File: src/inc/adcseq_cfg.svh
`ifndef ADCSEQ_CFG_SVH
`define ADCSEQ_CFG_SVH

// register byte offsets
`define ADCSEQ_OFF_CTL 8'h00
`define ADCSEQ_OFF_CFG 8'h04
`define ADCSEQ_OFF_RES 8'h08
`define ADCSEQ_OFF_IRQ 8'h0C

// conversion_control fields
`define ADCSEQ_CTL_ON 0
`define ADCSEQ_CTL_GO 1
`define ADCSEQ_CTL_CHS_LO 2
`define ADCSEQ_CTL_CHS_HI 5
`define ADCSEQ_CTL_RST 8'h00

// converter_config fields
`define ADCSEQ_CFG_REF_LO 0
`define ADCSEQ_CFG_REF_HI 1
`define ADCSEQ_CFG_CS_LO 4
`define ADCSEQ_CFG_CS_HI 6
`define ADCSEQ_CFG_RST 8'h00

// flag/enable register fields
`define ADCSEQ_IRQ_FLAG 0
`define ADCSEQ_IRQ_EN 1

// timing
`define ADCSEQ_CLK_NS 100
`define ADCSEQ_RC_PERIOD_NS 1600
`define ADCSEQ_RC_DIV (`ADCSEQ_RC_PERIOD_NS / `ADCSEQ_CLK_NS)
`define ADCSEQ_INSTR_CLKS 4
`define ADCSEQ_TAD_PER_CONV 10

`endif

File: src/inc/adcseq_pkg.sv
package adcseq_pkg;

  typedef enum logic [1:0] {
    ADCSEQ_IDLE,
    ADCSEQ_DELAY,
    ADCSEQ_CONV
  } adcseq_state_t;

  typedef struct packed {
    logic valid;
    logic write;
    logic [7:0] addr;
  } adcseq_aphase_t;

  typedef struct packed {
    logic enable;
    logic hold;
    logic [3:0] channel;
    logic [7:0] trial;
  } adcseq_ana_t;

endpackage

File: src/hw/adcseq_top.sv
`timescale 1ns/100ps
`include "adcseq_cfg.svh"

module adcseq_top
  import adcseq_pkg::*;
(
  input wire logic mclk_i,
  input wire logic sys_rst_i,
  input wire logic hsel_i,
  input wire logic [31:0] haddr_i,
  input wire logic [1:0] htrans_i,
  input wire logic hwrite_i,
  input wire logic [2:0] hsize_i,
  input wire logic [31:0] hwdata_i,
  input wire logic hready_i,
  output logic hreadyout_o,
  output logic hresp_o,
  output logic [31:0] hrdata_o,
  input wire logic sleep_i,
  input wire logic special_trigger_i,
  input wire logic comparator_i,
  output adcseq_ana_t analog_o,
  output logic timer_clear_o,
  output logic done_flag_o,
  output logic wake_o,
  output logic [1:0] ref_select_o
);

  //////////////////////////////////////////////////////////////////////////
  // register state
  adcseq_aphase_t aph_q;
  logic [3:0] chs_q;
  logic go_q, go_d;
  logic on_q;
  logic [2:0] cs_q;
  logic [1:0] ref_q;
  logic [7:0] result_q;
  logic flag_q, irq_en_q;
  logic pd_q;
  logic [31:0] rdata_q;
  logic timer_clear_q;
  adcseq_state_t state_q;
  logic [6:0] div_q;
  logic [6:0] rc_q;
  logic [3:0] tad_q;
  logic [2:0] dly_q;
  logic [7:0] trial_q;
  logic [3:0] nres_q;
  logic last_q;
  logic hold_q;
  //////////////////////////////////////////////////////////////////////////
  // bus slave, always zero wait state, always okay
  logic wr, ctl_wr, cfg_wr, res_wr, irq_wr;
  assign hreadyout_o = 1'b1;
  assign hresp_o = 1'b0;
  assign hrdata_o = rdata_q;
  always_ff @(posedge mclk_i) begin
    if (sys_rst_i) begin
      aph_q <= '0;
    end else if (hready_i) begin
      aph_q.valid <= hsel_i & htrans_i[1];
      aph_q.write <= hwrite_i;
      aph_q.addr <= haddr_i[7:0];
    end
  end
  assign wr = aph_q.valid & aph_q.write;
  assign ctl_wr = wr & (aph_q.addr == `ADCSEQ_OFF_CTL);
  assign cfg_wr = wr & (aph_q.addr == `ADCSEQ_OFF_CFG);
  assign res_wr = wr & (aph_q.addr == `ADCSEQ_OFF_RES);
  assign irq_wr = wr & (aph_q.addr == `ADCSEQ_OFF_IRQ);

  // read data captured in the address phase; unmapped reads zero
  always_ff @(posedge mclk_i) begin
    if (sys_rst_i) begin
      rdata_q <= 32'h0000_0000;
    end else if (hready_i & hsel_i & htrans_i[1] & ~hwrite_i) begin
      unique case (haddr_i[7:0])
        `ADCSEQ_OFF_CTL: rdata_q <= {26'h0, chs_q, go_q, on_q};
        `ADCSEQ_OFF_CFG: rdata_q <= {25'h0, cs_q, 2'b00, ref_q};
        `ADCSEQ_OFF_RES: rdata_q <= {24'h0, result_q};
        `ADCSEQ_OFF_IRQ: rdata_q <= {30'h0, irq_en_q, flag_q};
        default: rdata_q <= 32'h0000_0000;
      endcase
    end
  end

  //////////////////////////////////////////////////////////////////////////
  // configuration registers
  always_ff @(posedge mclk_i) begin
    if (sys_rst_i) begin
      chs_q <= 4'h0;
      on_q <= 1'b0;
    end else if (ctl_wr) begin
      chs_q <= hwdata_i[`ADCSEQ_CTL_CHS_HI:`ADCSEQ_CTL_CHS_LO];
      on_q <= hwdata_i[`ADCSEQ_CTL_ON];
    end
  end

  always_ff @(posedge mclk_i) begin
    if (sys_rst_i) begin
      cs_q <= 3'h0;
      ref_q <= 2'h0;
    end else if (cfg_wr) begin
      cs_q <= hwdata_i[`ADCSEQ_CFG_CS_HI:`ADCSEQ_CFG_CS_LO];
      ref_q <= hwdata_i[`ADCSEQ_CFG_REF_HI:`ADCSEQ_CFG_REF_LO];
    end
  end

  assign ref_select_o = ref_q;

  //////////////////////////////////////////////////////////////////////////
  // clock select decode and bit period tick
  logic use_rc;
  logic [6:0] div_len;
  logic rc_tick, sys_tick, tad_tick;
  assign use_rc = (cs_q[1:0] == 2'b11);
  always_comb begin
    unique case (cs_q)
      3'b000: div_len = 7'd2;
      3'b001: div_len = 7'd8;
      3'b010: div_len = 7'd32;
      3'b100: div_len = 7'd4;
      3'b101: div_len = 7'd16;
      3'b110: div_len = 7'd64;
      default: div_len = 7'd1;
    endcase
  end

  // free running stand-in for the dedicated RC oscillator
  always_ff @(posedge mclk_i) begin
    if (sys_rst_i) begin
      rc_q <= 7'h00;
    end else if (rc_q == 7'(`ADCSEQ_RC_DIV - 1)) begin
      rc_q <= 7'h00;
    end else begin
      rc_q <= rc_q + 7'h01;
    end
  end

  assign rc_tick = (rc_q == 7'(`ADCSEQ_RC_DIV - 1));
  assign sys_tick = (div_q == div_len - 7'h01);
  assign tad_tick = use_rc ? rc_tick : sys_tick;

  always_ff @(posedge mclk_i) begin
    if (sys_rst_i) begin
      div_q <= 7'h00;
    end else if (state_q != ADCSEQ_CONV || sys_tick) begin
      div_q <= 7'h00;
    end else begin
      div_q <= div_q + 7'h01;
    end
  end

  //////////////////////////////////////////////////////////////////////////
  // start, finish and abort conditions
  logic powered, busy, start, finish, last_bit;
  logic sw_abort, sleep_abort, sleep_pd_finish;
  logic [2:0] bit_idx;
  logic [7:0] resolved;
  assign powered = on_q & ~pd_q;
  assign busy = (state_q != ADCSEQ_IDLE);
  assign start = (state_q == ADCSEQ_IDLE) & go_q & powered;
  assign finish = (state_q == ADCSEQ_CONV) & tad_tick &
                  (tad_q == 4'(`ADCSEQ_TAD_PER_CONV - 1));
  assign sw_abort = busy & ctl_wr & ~hwdata_i[`ADCSEQ_CTL_GO] &
                    ~special_trigger_i;
  assign sleep_abort = busy & sleep_i & ~use_rc;
  assign sleep_pd_finish = finish & sleep_i & ~irq_en_q;

  // bit periods 1..8 resolve bits 7..0
  assign bit_idx = 3'(4'd8 - tad_q);
  assign last_bit = (state_q == ADCSEQ_CONV) & tad_tick &
                    (tad_q >= 4'd1) & (tad_q <= 4'd8);

  always_comb begin
    resolved = trial_q;
    resolved[bit_idx] = comparator_i;
  end

  // go: any hardware or software set beats a clear in the same cycle
  always_comb begin
    go_d = go_q;
    if (finish | sleep_abort | (ctl_wr & ~hwdata_i[`ADCSEQ_CTL_GO]) |
        ((state_q == ADCSEQ_IDLE) & go_q & ~powered)) begin
      go_d = 1'b0;
    end
    if (ctl_wr & hwdata_i[`ADCSEQ_CTL_GO]) begin
      go_d = 1'b1;
    end
    if (special_trigger_i) begin
      go_d = 1'b1;
    end
  end

  always_ff @(posedge mclk_i) begin
    if (sys_rst_i) begin
      go_q <= 1'b0;
    end else begin
      go_q <= go_d;
    end
  end

  always_ff @(posedge mclk_i) begin
    if (sys_rst_i) begin
      timer_clear_q <= 1'b0;
    end else begin
      timer_clear_q <= special_trigger_i;
    end
  end

  assign timer_clear_o = timer_clear_q;

  //////////////////////////////////////////////////////////////////////////
  // sequencer
  always_ff @(posedge mclk_i) begin
    if (sys_rst_i) begin
      state_q <= ADCSEQ_IDLE;
      dly_q <= 3'h0;
      tad_q <= 4'h0;
    end else if (sleep_abort | sw_abort | finish) begin
      state_q <= ADCSEQ_IDLE;
    end else begin
      unique case (state_q)
        ADCSEQ_IDLE: begin
          tad_q <= 4'h0;
          dly_q <= 3'h0;
          if (start & use_rc) begin
            state_q <= ADCSEQ_DELAY;
          end else if (start) begin
            state_q <= ADCSEQ_CONV;
          end
        end
        ADCSEQ_DELAY: begin
          dly_q <= dly_q + 3'h1;
          if (dly_q == 3'(`ADCSEQ_INSTR_CLKS - 1)) begin
            state_q <= ADCSEQ_CONV;
          end
        end
        ADCSEQ_CONV: begin
          if (tad_tick) begin
            tad_q <= tad_q + 4'h1;
          end
        end
      endcase
    end
  end

  // successive approximation register, MSB first
  always_ff @(posedge mclk_i) begin
    if (sys_rst_i) begin
      trial_q <= 8'h00;
      nres_q <= 4'h0;
      last_q <= 1'b0;
      hold_q <= 1'b0;
    end else if ((state_q != ADCSEQ_CONV) | sleep_abort | sw_abort |
                 finish) begin
      trial_q <= 8'h00;
      nres_q <= 4'h0;
      last_q <= 1'b0;
      hold_q <= 1'b0;
    end else if (tad_tick && tad_q == 4'h0) begin
      trial_q <= 8'h80;
      hold_q <= 1'b1;
    end else if (last_bit) begin
      trial_q <= resolved;
      if (bit_idx != 3'h0) begin
        trial_q[bit_idx - 3'h1] <= 1'b1;
      end
      nres_q <= nres_q + 4'h1;
      last_q <= comparator_i;
    end
  end

  // unresolved low bits copy the last resolved bit
  function automatic logic [7:0] fill_partial(
    input logic [7:0] code,
    input logic [3:0] nres,
    input logic last
  );
    logic [7:0] out;
    out = code;
    for (int i = 0; i < 8; i++) begin
      if (4'(i) < 4'd8 - nres) begin
        out[i] = last;
      end
    end
    return out;
  endfunction

  always_ff @(posedge mclk_i) begin
    if (sys_rst_i) begin
      result_q <= 8'h00;
    end else if (finish) begin
      result_q <= trial_q;
    end else if (sw_abort) begin
      result_q <= fill_partial(trial_q, nres_q, last_q);
    end else if (res_wr) begin
      result_q <= hwdata_i[7:0];
    end
  end

  //////////////////////////////////////////////////////////////////////////
  // done flag, enable, wake and power down
  always_ff @(posedge mclk_i) begin
    if (sys_rst_i) begin
      flag_q <= 1'b0;
    end else if (finish) begin
      flag_q <= 1'b1;
    end else if (irq_wr & hwdata_i[`ADCSEQ_IRQ_FLAG]) begin
      flag_q <= 1'b0;
    end
  end

  always_ff @(posedge mclk_i) begin
    if (sys_rst_i) begin
      irq_en_q <= 1'b0;
    end else if (irq_wr) begin
      irq_en_q <= hwdata_i[`ADCSEQ_IRQ_EN];
    end
  end

  assign done_flag_o = flag_q;
  assign wake_o = flag_q & irq_en_q;

  // converter off in sleep (with RC clock only after a finish with irq disabled) while on bit stays set
  always_ff @(posedge mclk_i) begin
    if (sys_rst_i) begin
      pd_q <= 1'b0;
    end else if (~sleep_i) begin
      pd_q <= 1'b0;
    end else if (~use_rc | sleep_pd_finish) begin
      pd_q <= 1'b1;
    end
  end

  //////////////////////////////////////////////////////////////////////////
  // analog side
  always_ff @(posedge mclk_i) begin
    if (sys_rst_i) begin
      analog_o <= '0;
    end else begin
      analog_o.enable <= powered;
      analog_o.hold <= hold_q;
      analog_o.channel <= chs_q;
      analog_o.trial <= trial_q;
    end
  end

endmodule

File: config.mk
export PLATFORM = sky130hd
export DESIGN_NAME = adcseq_top
export DESIGN_NICKNAME = d
export VERILOG_FILES = /design/src/inc/adcseq_pkg.sv /design/src/hw/adcseq_top.sv
export VERILOG_INCLUDE_DIRS = /design/src /design/src/inc
export SDC_FILE = /design/constraint.sdc
export NUM_CORES = 1
export LEC_CHECK = 0
export ABC_AREA = 1
export BUFFER_PORTS_ARGS = -buffer_cell sky130_fd_sc_hd__buf_4
export CORE_MARGIN = 2
export CORE_UTILIZATION = 57
export CTS_CLUSTER_SIZE = 16
export DETAILED_ROUTE_END_ITERATION = 16
export MAX_ROUTING_LAYER = met4
export PLACE_DENSITY = 0.89
export SETUP_SLACK_MARGIN = 0.4
export SLEW_MARGIN = 20
export SYNTH_ARGS = -nofsm -noshare
export SYNTH_HDL_FRONTEND = slang
export SYNTH_SLANG_ARGS = --single-unit
File: constraint.sdc
create_clock -name mclk_i -period 3.5 [get_ports mclk_i]
set_clock_uncertainty 0.05 [all_clocks]
set_input_delay 0.35 -clock mclk_i [delete_from_list [all_inputs] [get_ports mclk_i]]
set_output_delay 0.35 -clock mclk_i [all_outputs]
set_load 0.005 [all_outputs]
# After elaboration in Yosys (flattened, before gate mapping)
# Cells that the tools add are included.
[word_totals]
ff_bits = 116
elab_cells = 183
in_bits = 77
[op_classes]
reduce_logical = 27
bitwise_logic = 49
n_addsub = 9
n_eq_ne = 22
order_cmp = 14
mux = 34
[ops]
columns = ["op", "count"]
rows = [
  ["two-way mux 8 bit", 6],
  ["one-hot mux 7 bit (6 select lines)", 1],
  ["== test 8 x 4 -> 1 bit, second input constant", 4],
  ["one-hot mux 8 bit (4 select lines)", 1],
  ["AND 1 bit", 29],
  ["== test 8 x 3 -> 1 bit, second input constant", 2],
  ["logical NOT 8 bit", 2],
  ["less-than comparator 3 x 4 -> 1 bit, first input constant", 4],
  ["two-way mux 1 bit", 16],
  ["adder 7 x 1 -> 7 bit, second input constant", 2],
  ["inverter 1 bit", 10],
  ["nonzero test 2 bit", 5],
  ["OR reduction 2 bit", 5],
  ["== test 3 bit, second input constant", 3],
  ["bitwise OR 1 bit", 9],
  ["nonzero test 3 bit", 3],
  ["adder 4 x 1 -> 4 bit, second input constant", 2],
  ["bitwise mux 8 bit", 1],
  ["less-than comparator 1 x 4 -> 1 bit, first input constant", 2],
  ["less-than comparator 2 x 4 -> 1 bit, first input constant", 2],
  ["less-than comparator 3 x 4 -> 1 bit, second input constant", 2],
  ["bitwise OR 8 bit", 1],
  ["one-hot mux 4 bit (2 select lines)", 1],
  ["== test 7 x 4 -> 1 bit, second input constant", 1],
  ["29 further kinds", 41],
]

# Logic depth before layout (Yosys ltp)
# Gate-level depths: netlist of run 1.
[logic_depth]
ltp_word = 13
mapped_depth = 16
mapped_depth_nobuf = 15

# Worst setup path after synthesis of run 1
# Ideal clock, no wire load.
[synth_path]
path_kind = "register -> register"
from = "register tad_q[0]"
to = "register trial_q[7]"
stages_incl_launch_ff = 16
period_less_slack_ps = 2227
setup_slack_ps = 1273
path_buffers = 2
setup_ps = 115
arrival_time_ps = 2062
cell_sequence = "dfxtp_1 -> clkbuf_1 -> inv_1 -> clkbuf_1 -> ha_1 -> inv_1 -> nand2_1 -> nand2_1 -> inv_1 -> nor2_1 -> inv_1 -> nand3_1 -> o211ai_1 -> nor2_1 -> nor2_1 -> and2_1"
[synth_between]
elab_chain_len = 10
word_cells_on_any_way = 29
cone_classes = "add/sub (2); order compare (6); eq/ne (1); mux (8); bitwise (5); reduce/logical (7)"
[synth_lines]
columns = ["item", "line", "rtl"]
rows = [
  ["start: declaration", "adcseq_top.sv:45", "logic [3:0] tad_q;"],
  ["start signal: assignment", "adcseq_top.sv:241", "tad_q <= tad_q + 4'h1;"],
  ["subtractor 1 x 3 -> 3 bit", "adcseq_top.sv:171", "assign bit_idx = 3'(4'd8 - tad_q);"],
  ["subtractor 3 x 1 -> 3 bit, or another cell as far along", "adcseq_top.sv:267", "trial_q[bit_idx - 3'h1] <= 1'b1;"],
  ["less-than comparator 3 x 4 -> 1 bit (not written as such), or another cell as far along", "adcseq_top.sv:267", ""],
  ["logical AND 1 bit (not written as such) or two-way mux 1 bit (tied branches)", "adcseq_top.sv:267, adcseq_top.sv:177", ""],
  ["two-way mux 1 bit (not written as such) or demux 1 bit (select 3 bit) (tied branches)", "adcseq_top.sv:267, adcseq_top.sv:177", ""],
  ["demux 1 bit (select 3 bit) or bitwise mux 8 bit (tied branches)", "adcseq_top.sv:267, adcseq_top.sv:177", ""],
  ["bitwise OR 8 bit (no line)", "n/a", ""],
  ["two-way mux 8 bit", "adcseq_top.sv:266", "if (bit_idx != 3'h0) begin"],
  ["two-way mux 8 bit", "adcseq_top.sv:264", "end else if (last_bit) begin"],
  ["two-way mux 8 bit", "adcseq_top.sv:261", "end else if (tad_tick && tad_q == 4'h0) begin"],
  ["end signal: assignment", "adcseq_top.sv:265", "trial_q <= resolved;"],
  ["end: declaration", "adcseq_top.sv:47", "logic [7:0] trial_q;"],
]
# Parallel ways exist; a longest one is shown, timed or not. The select of a mux whose other input is x is not followed.
# A chain may end at the register's enable or synchronous reset.

# Worst setup path after layout of run 1
[layout_path]
from = "register rc_q[0]"
to = "register trial_q[1]"
[layout_between]
elab_chain_len = 6
word_cells_on_any_way = 9
cone_classes = "eq/ne (1); mux (1); bitwise (5); reduce/logical (2)"
[layout_lines]
columns = ["item", "line", "rtl"]
rows = [
  ["start: declaration", "adcseq_top.sv:44", "logic [6:0] rc_q;"],
  ["start signal: assignment", "adcseq_top.sv:136", "rc_q <= rc_q + 7'h01;"],
  ["== test 7 x 4 -> 1 bit *", "adcseq_top.sv:140", "assign rc_tick = (rc_q == 7'(`ADCSEQ_RC_DIV - 1));"],
  ["two-way mux 1 bit *", "adcseq_top.sv:142", "assign tad_tick = use_rc ? rc_tick : sys_tick;"],
  ["AND 1 bit", "adcseq_top.sv:163, adcseq_top.sv:172", ""],
  ["AND 1 bit", "adcseq_top.sv:163", "assign finish = (state_q == ADCSEQ_CONV) & tad_tick &"],
  ["bitwise OR 1 bit", "adcseq_top.sv:255", "end else if ((state_q != ADCSEQ_CONV) | sleep_abort | sw_abort |"],
  ["OR reduction 3 bit (no line)", "n/a", ""],
]
# Every way passes the cells marked *; elsewhere a longest branch is shown, timed or not.

==> key figures, run 1 <==
Worst hold path
  • Worst hold stages: 3
  • Hold Path Class: in -> reg

Run
  • MaxCap Viol Count: 0

Route
  • ANT nets after route: 0
  • 1st-iter DRT viols: 313
  • Residual DRC count: 0
  • Drt first pass iters: 5
  • Routed wire per std cell: 13.0 um
  • Via density: 5.32
  • Total number of vias: 4480
  • Final Routed Wirelength: 11000 um

GRT
  • Total GRT Usage: 26.1%
  • Vias in the first global route: 4051
  • First-pass GRT wire length: 18300 um
  • Initial antenna violation count: 0
  • Largest net degree at the start of global routing: 35
  • GR Overflow Total: 0

Power
  • Cell Pwr Density: 363 nW/um2
  • Maximum VDD drop: 0.000270 V
  • Leakage power: 2.25 nW
  • Final Power: 1.91 mW

Worst setup path
  • CP Cell Sequence: ha_1 > nand2_1 > nor2_1 > inv_1 > or2_1 > nor3_2 > nand2_1 > a21oi_2 > nand3_1 > nand2_1 > a21oi_1
  • Worst endpoint required time: 3.70 ns
  • Critical-path maximum fanout: 12
  • Cell mode on critical path: nand2_1
  • Worst Setup Start Kind: flip-flop
  • Levels on crit path: 11
  • FF-to-FF path depth: 11
  • Crit-path leading delay family: simple AND/OR/NAND/NOR gates
  • Critical path arrival: 2.89 ns
  • Worst R2R Setup Slack: 0.82 ns
  • Critical path capture point type: flip-flop
  • WS Path Type: reg -> reg
  • Largest stage delay, worst path: 0.51 ns
  • Bufs and invs on worst path: 1
  • Worst path slowest cell: a21oi_2

Die
  • Core box area: 8130 um2
  • Die H: 95.1 um
  • Die X: 95.1 um
  • Cell row count: 33
  • Starting Density: 58.2%
  • Ports: 130
  • DIE AREA: 9040 um2

Logic synthesis
  • Yosys reg bits: 92
  • Register area share after synthesis: 38.9%
  • Cells after Synth: 690
  • Synth warnings: 0
  • Synthesized area: 4730 um2
  • Post-synthesis cell type count: 43
  • Syn avg cell area: 6.86 um2

STA
  • Worst-Margin Slew: 0.793 ns
  • Post-route setup TNS: 0 ns
  • Clock period minus worst slack: 2.68 ns
  • Worst hold slack: 0.159 ns
  • Fmax: 0.373 GHz
  • Slew headroom: 47.0%
  • Final Hold Vio Count: 0
  • Final Setup Violations: 0
  • Max Transition Viols Final: 0
  • Period utilisation layout: 76.7%
  • RSZ-0062 raised after global routing: no

Clock network
  • TritonCTS clock tree: built
  • Clock latency on the worst-skew pair: 0.37 ns
  • Clock-pin slew on the worst setup and hold paths: 0.10 ns
  • Post-CTS resize count: 0
  • Clock H-tree levels: 3
  • Clock Path Buffers: 2
  • Num CTS Buffers: 9
  • Clock Sinks: 92
  • # hold bufs at CTS: 0
  • Clock tree root driver cell: clkbuf_8
  • Post-CTS setup buffers: 0

Final layout
  • Antenna cell count: 0
  • Layout Area Growth over Synthesis: 11.2%
  • FF+latch area: 1840 um2
  • Multi-input logic area: 2400 um2
  • Nets: 820
  • Fillers: 707
  • Layout cells sized above 1: 11.9%

Placement
  • PortBufs: 51
  • DP HPWL: 8140 um
  • Final Wtd Congestion: 0.945

Status
  • Status: complete, no violations
==> cells in the mapped netlist (all sizes together) <==
cell type  number  share of area, %
a21oi          46               4.9
a31oi           1              0.13
and2            1              0.13
and3            1              0.13
buf            32               4.9
clkbuf         12              0.95
clkinv          1             0.079
conb            2              0.16
dfxtp          92                39
ha             11               2.9
inv            80               6.3
nand2         158                13
nand3          33               4.2
nand3b          2              0.32
nand4          16               2.2
nor2          102               8.1
nor3           10               1.3
nor3b           2              0.32
nor4            1              0.13
o2111ai         2              0.37
o211ai          3              0.48
o21ai          64               6.9
o221ai          5              0.93
o22ai           1              0.13
or2             2              0.26
or3             1              0.13
xnor2           1              0.19
xor2            8               1.5
==> cell type report <==
class | instances | area share, %
multi-input combinational | 497 | 45.6
sequential | 92 | 35.0
timing repair buffer | 51 | 7.28
inverter | 81 | 5.78
tap | 105 | 2.50
clock buffer | 10 | 2.43
clock inverter | 6 | 1.43
==> worst min-delay path, delay by kind of cell <==
family | cells | cell delay, ns
buf+inv | 1 | 0.09
simple gates | 2 | 0.12
==> final timing paths <==
kind / startpoint / to
worst max-delay path: rc_q[0]$_SDFF_PP0_ / trial_q[1]$_SDFFE_PP0P_
worst min-delay path: haddr_i[6] / aph_q[6]$_SDFFE_PP0P_
worst max register to register: rc_q[0]$_SDFF_PP0_ / trial_q[1]$_SDFFE_PP0P_
worst min register to register: hold_q$_SDFFE_PP0P_ / analog_o[12]$_SDFF_PP0_
==> flip-flops by register name, summed over array words and instances, names as in the netlist, 2 cells and up <==
register / count
trial_q: 8
ref_select_o: 2
analog_o: 14
nres_q: 4
cs_q: 3
result_q: 8
tad_q: 4
dly_q: 3
div_q: 7
hrdata_o: 8
rc_q: 7
state_q: 2
aph_q: 10
chs_q: 4
==> where the power goes <==
group	internal (mW)	switching [mW]	total [mW]	leakage [nW]
logic	0.0359	0.0587	0.0946	1.40
clock network	0.343	0.404	0.748	0.0998
registers	1.06	0.00834	1.07	0.745
total	1.44	0.471	1.91	2.25
==> layout by cell type, fill, tap and decap left out, types with 9 or more instances in the layout <==
cell type | synthesis | final
nor2_1 | 101 | 101
nand2_1 | 155 | 155
clkbuf_8 | 0 | 9
a21oi_1 | 45 | 45
nand4_1 | 15 | 15
nand3_1 | 28 | 28
buf_4 | 28 | 51
conb_1 | 2 | 26
ha_1 | 11 | 11
dfxtp_1 | 92 | 92
o21ai_0 | 58 | 58
inv_1 | 73 | 73
==> stage by stage <==
step | std cells | cell area (um2) | utilization [%] | setup slack (ns)
after floorplan | 714 | 4820 | - | 1.27
final | 842 | 5260 | 64.7 | 0.816
after CTS | 842 | 5260 | 64.7 | 0.903
after detailed placement | 826 | 5060 | 62.2 | 0.924
after global placement | 826 | 5060 | 62.2 | 1.06
after global routing | 842 | 5260 | 64.7 | 0.609
==> logic make-up (layout without fill, tap and decap cells) <==
logic type,after synthesis,after routing,share of synthesized area (%)
AOI/OAI and AO/OA,122,122,13.8
DFF,92,92,38.9
xor gates and xnor gates,9,9,1.67
adders and majority gates,11,11,2.91
buffers and inverters,125,148,12.3
other,2,26,0.159
and+or+nand+nor,329,329,30.2
==> per-layer routing <==
metal  share of wire [%]  global-route usage, %  routed length (um)  vias to the layer above
met5                   0                      -                   0                        -
met3                 6.9                   4.35                 752                       23
met2                  48                   43.7                5250                      189
li1                    -                      -                   -                     2249
met4                 2.0                   8.33                 223                        0
met1                  43                   32.1                4750                     2019
Note: power is estimated with default switching activity, not from simulation.
==> run 2, diff against run 1 <==
- CORE_UTILIZATION: 57 -> 48
- PLACE_DENSITY: 0.89 -> 0.8
- clock period: 3.5 -> 2.2 ns (I/O delays scaled with it)
==> run 2 against run 1 <==
- flip-flop and latch count stayed put
- clock power is 40% higher
- critical path depth is 3 higher
- non-clock buffer count is 33 higher
- fmax is 24% higher
- setup slack worse by 0.77 ns
- global-route usage is 2.8 points lower
- highest routed layer unchanged
==> key figures, run 2 (synthesized netlist as in run 1, its figures left out) <==
Final layout
  • Largest registers: analog_o: 14 flops, aph_q: 10 flops (unchanged)
  • Layout cells sized above 1: 19.2% (was 11.9%)
  • Antenna cell count: 0 (unchanged)
  • Final core utilization: 58.8% (was 64.7%)
  • Max reg flops: 14 (unchanged)
  • Nets: 854 (was 820)
  • Most frequent cells in the layout: nand2_1 (146), nor2_1 (97), dfxtp_1 (88) (was nand2_1 (155), nor2_1 (101), dfxtp_1 (92))
  • Fin cells: 904 (was 842)
  • Most common cell after layout, fill and taps aside: nand2_1 (unchanged)
  • Largest Register: analog_o (unchanged)
  • Layout Area Growth over Synthesis: 20.3% (was 11.2%)
  • Fin area: 5690 um2 (was 5260 um2)

Route
  • Final Routed Wirelength: 11800 um (was 11000 um)
  • Via density: 5.13 (was 5.32)
  • Residual DRC count: 0 (unchanged)
  • Total number of vias: 4641 (was 4480)
  • 1st-iter DRT viols: 262 (was 313)
  • Routed wire per std cell: 13.1 um (was 13.0 um)
  • Drt first pass iters: 6 (was 5)
  • ANT nets after route: 0 (unchanged)

Clock network
  • Clock H-tree levels: 3 (unchanged)
  • # hold bufs at CTS: 0 (unchanged)
  • Clock latency on the worst-skew pair: 0.37 ns (about the same)
  • Clock tree root driver cell: clkbuf_8 (unchanged)
  • Clock Sinks: 92 (unchanged)
  • Clock Path Buffers: 2 (unchanged)
  • Num CTS Buffers: 9 (unchanged)
  • Clock-pin slew on the worst setup and hold paths: 0.09 ns (was 0.10 ns)
  • TritonCTS clock tree: built (unchanged)

Worst setup path
  • Critical path capture point type: flip-flop (unchanged)
  • CP Cell Sequence: ha_4 > nand2_4 > nor2_2 > inv_1 > or2_1 > nor3_2 > nand2_2 > nand2_4 > nand3_4 > buf_8 > nand2_1 > o21ai_1 > nor2_1 > nor2_1 (was ha_1 > nand2_1 > nor2_1 > inv_1 > or2_1 > nor3_2 > nand2_1 > a21oi_2 > nand3_1 > nand2_1 > a21oi_1)
  • Worst path slowest cell: dfxtp_2 (was a21oi_2)
  • CP Launch Point: rc_q[0]$_SDFF_PP0_ (unchanged)
  • R2R Path End: result_q[6]$_SDFFE_PP0P_ (was trial_q[1]$_SDFFE_PP0P_)
  • Worst Setup Start Kind: flip-flop (unchanged)
  • Critical path arrival: 2.37 ns (was 2.89 ns)
  • WS Path Type: reg -> reg (unchanged)
  • Largest stage delay, worst path: 0.37 ns (was 0.51 ns)
  • Worst R2R Setup Slack: 0.04 ns (was 0.82 ns)
  • Critical-path maximum fanout: 6 (was 12)
  • Worst endpoint required time: 2.41 ns (was 3.70 ns)
  • Worst reg2reg startpoint: rc_q[0]$_SDFF_PP0_ (unchanged)
  • FF-to-FF path depth: 14 (was 11)

STA
  • Clock period minus worst slack: 2.16 ns (was 2.68 ns)
  • Worst-Margin Slew: 0.791 ns (was 0.793 ns)
  • Fmax: 0.463 GHz (was 0.373 GHz)
  • Final Setup Violations: 0 (unchanged)
  • Worst hold slack: 0.0337 ns (was 0.159 ns)
  • Period utilisation layout: 98.1% (was 76.7%)
  • Final Hold Vio Count: 0 (unchanged)
  • Post-route setup TNS: 0 ns (unchanged)
  • Max Transition Viols Final: 0 (unchanged)
  • Slew headroom: 47.2% (was 47.0%)
  • RSZ-0062 raised after global routing: yes (was no)
  • Final WS setup: 0.0410 ns (was 0.816 ns)

Placement
  • Final Wtd Congestion: 0.954 (was 0.945)
  • Cell area after placement: 5280 um2 (was 5060 um2)
  • Placed insts: 875 (was 826)
  • Place WS: -0.0174 ns (was 0.924 ns)
  • DP HPWL: 8570 um (was 8140 um)
  • PortBufs: 51 (unchanged)

Die
  • Starting Density: 48.9% (was 58.2%)
  • Cell row count: 36 (was 33)
  • Core box area: 9680 um2 (was 8130 um2)
  • DIE AREA: 10700 um2 (was 9040 um2)
  • Ports: 130 (unchanged)
  • Die X: 103 um (was 95.1 um)
  • Die H: 103 um (was 95.1 um)

GRT
  • Initial antenna violation count: 0 (unchanged)
  • Largest net degree at the start of global routing: 33 (was 35)
  • GR Overflow Total: 0 (unchanged)
  • Total GRT Usage: 23.3% (was 26.1%)
  • Vias in the first global route: 4322 (was 4051)
  • First-pass GRT wire length: 19200 um (was 18300 um)

Worst hold path
  • Worst hold stages: 3 (unchanged)
  • Hold path start: haddr_i[5] (was haddr_i[6])
  • Hold Path Class: in -> reg (unchanged)
  • Hold EP: aph_q[5]$_SDFFE_PP0P_ (was aph_q[6]$_SDFFE_PP0P_)

Status
  • Status: complete, no violations (unchanged)

Power
  • Final Power: 2.92 mW (was 1.91 mW)
  • Cell Pwr Density: 513 nW/um2 (was 363 nW/um2)
  • Maximum VDD drop: 0.000267 V (was 0.000270 V)
  • Leakage power: 2.45 nW (was 2.25 nW)

Run
  • MaxCap Viol Count: 0 (unchanged)
run 2: how the worst max path moves through the flow:
| stage | to |
|---|---|
| after floorplan | trial_q[7]$_SDFFE_PP0P_ |
| after global placement | result_q[6]$_SDFFE_PP0P_ |
| after global routing | result_q[6]$_SDFFE_PP0P_ |
| after detailed placement | result_q[6]$_SDFFE_PP0P_ |
| after CTS | result_q[6]$_SDFFE_PP0P_ |
| final | result_q[6]$_SDFFE_PP0P_ |
run 2: area by class of cell:
type                            instances  area, um2
Timing Repair Buffer                   84        667
Multi-Input combinational cell        498       2530
Inverter                               81        307
Tap cell                              133        166
Sequential cell                        92       1850
Clock inverter                          5       35.0
Clock buffer                           11        141
Fill cell                             882       3990
run 2: report_power, final:
group	leakage [nW]	internal [mW]	total (mW)	switching [mW]
Clock	0.0897	0.444	1.05	0.609
Combinational	1.62	0.0666	0.165	0.0980
Sequential	0.746	1.69	1.70	0.0151
run 2: repair_timing:
| action | 4_1_cts | 5_1_grt |
|---|---|---|
| setup buffers | 8 | 3 |
| pin swaps | 4 | 2 |
| gates resized for setup | 18 | 14 |
| cloned | 1 | 1 |
| setup endpoints to repair | 34 | 34 |
run 2: metal layers:
metal | vias to the layer above | GRT usage (%) | wire length, um
met5 | - | - | 0
li1 | 2333 | - | -
met4 | 0 | 9.21 | 265
met2 | 164 | 39.5 | 5890
met1 | 2116 | 27.5 | 4950
met3 | 28 | 3.97 | 749
run 2: worst max-delay path: cells and delay by family, from the launching register on:
kind / cells / cell delay (ns)
flip-flops: 1 / 0.37
adder cells (fa/ha/maj): 1 / 0.15
AO/OA/AOI/OAI: 1 / 0.06
AND/OR/NAND/NOR: 10 / 1.17
buffers and inverters: 2 / 0.25
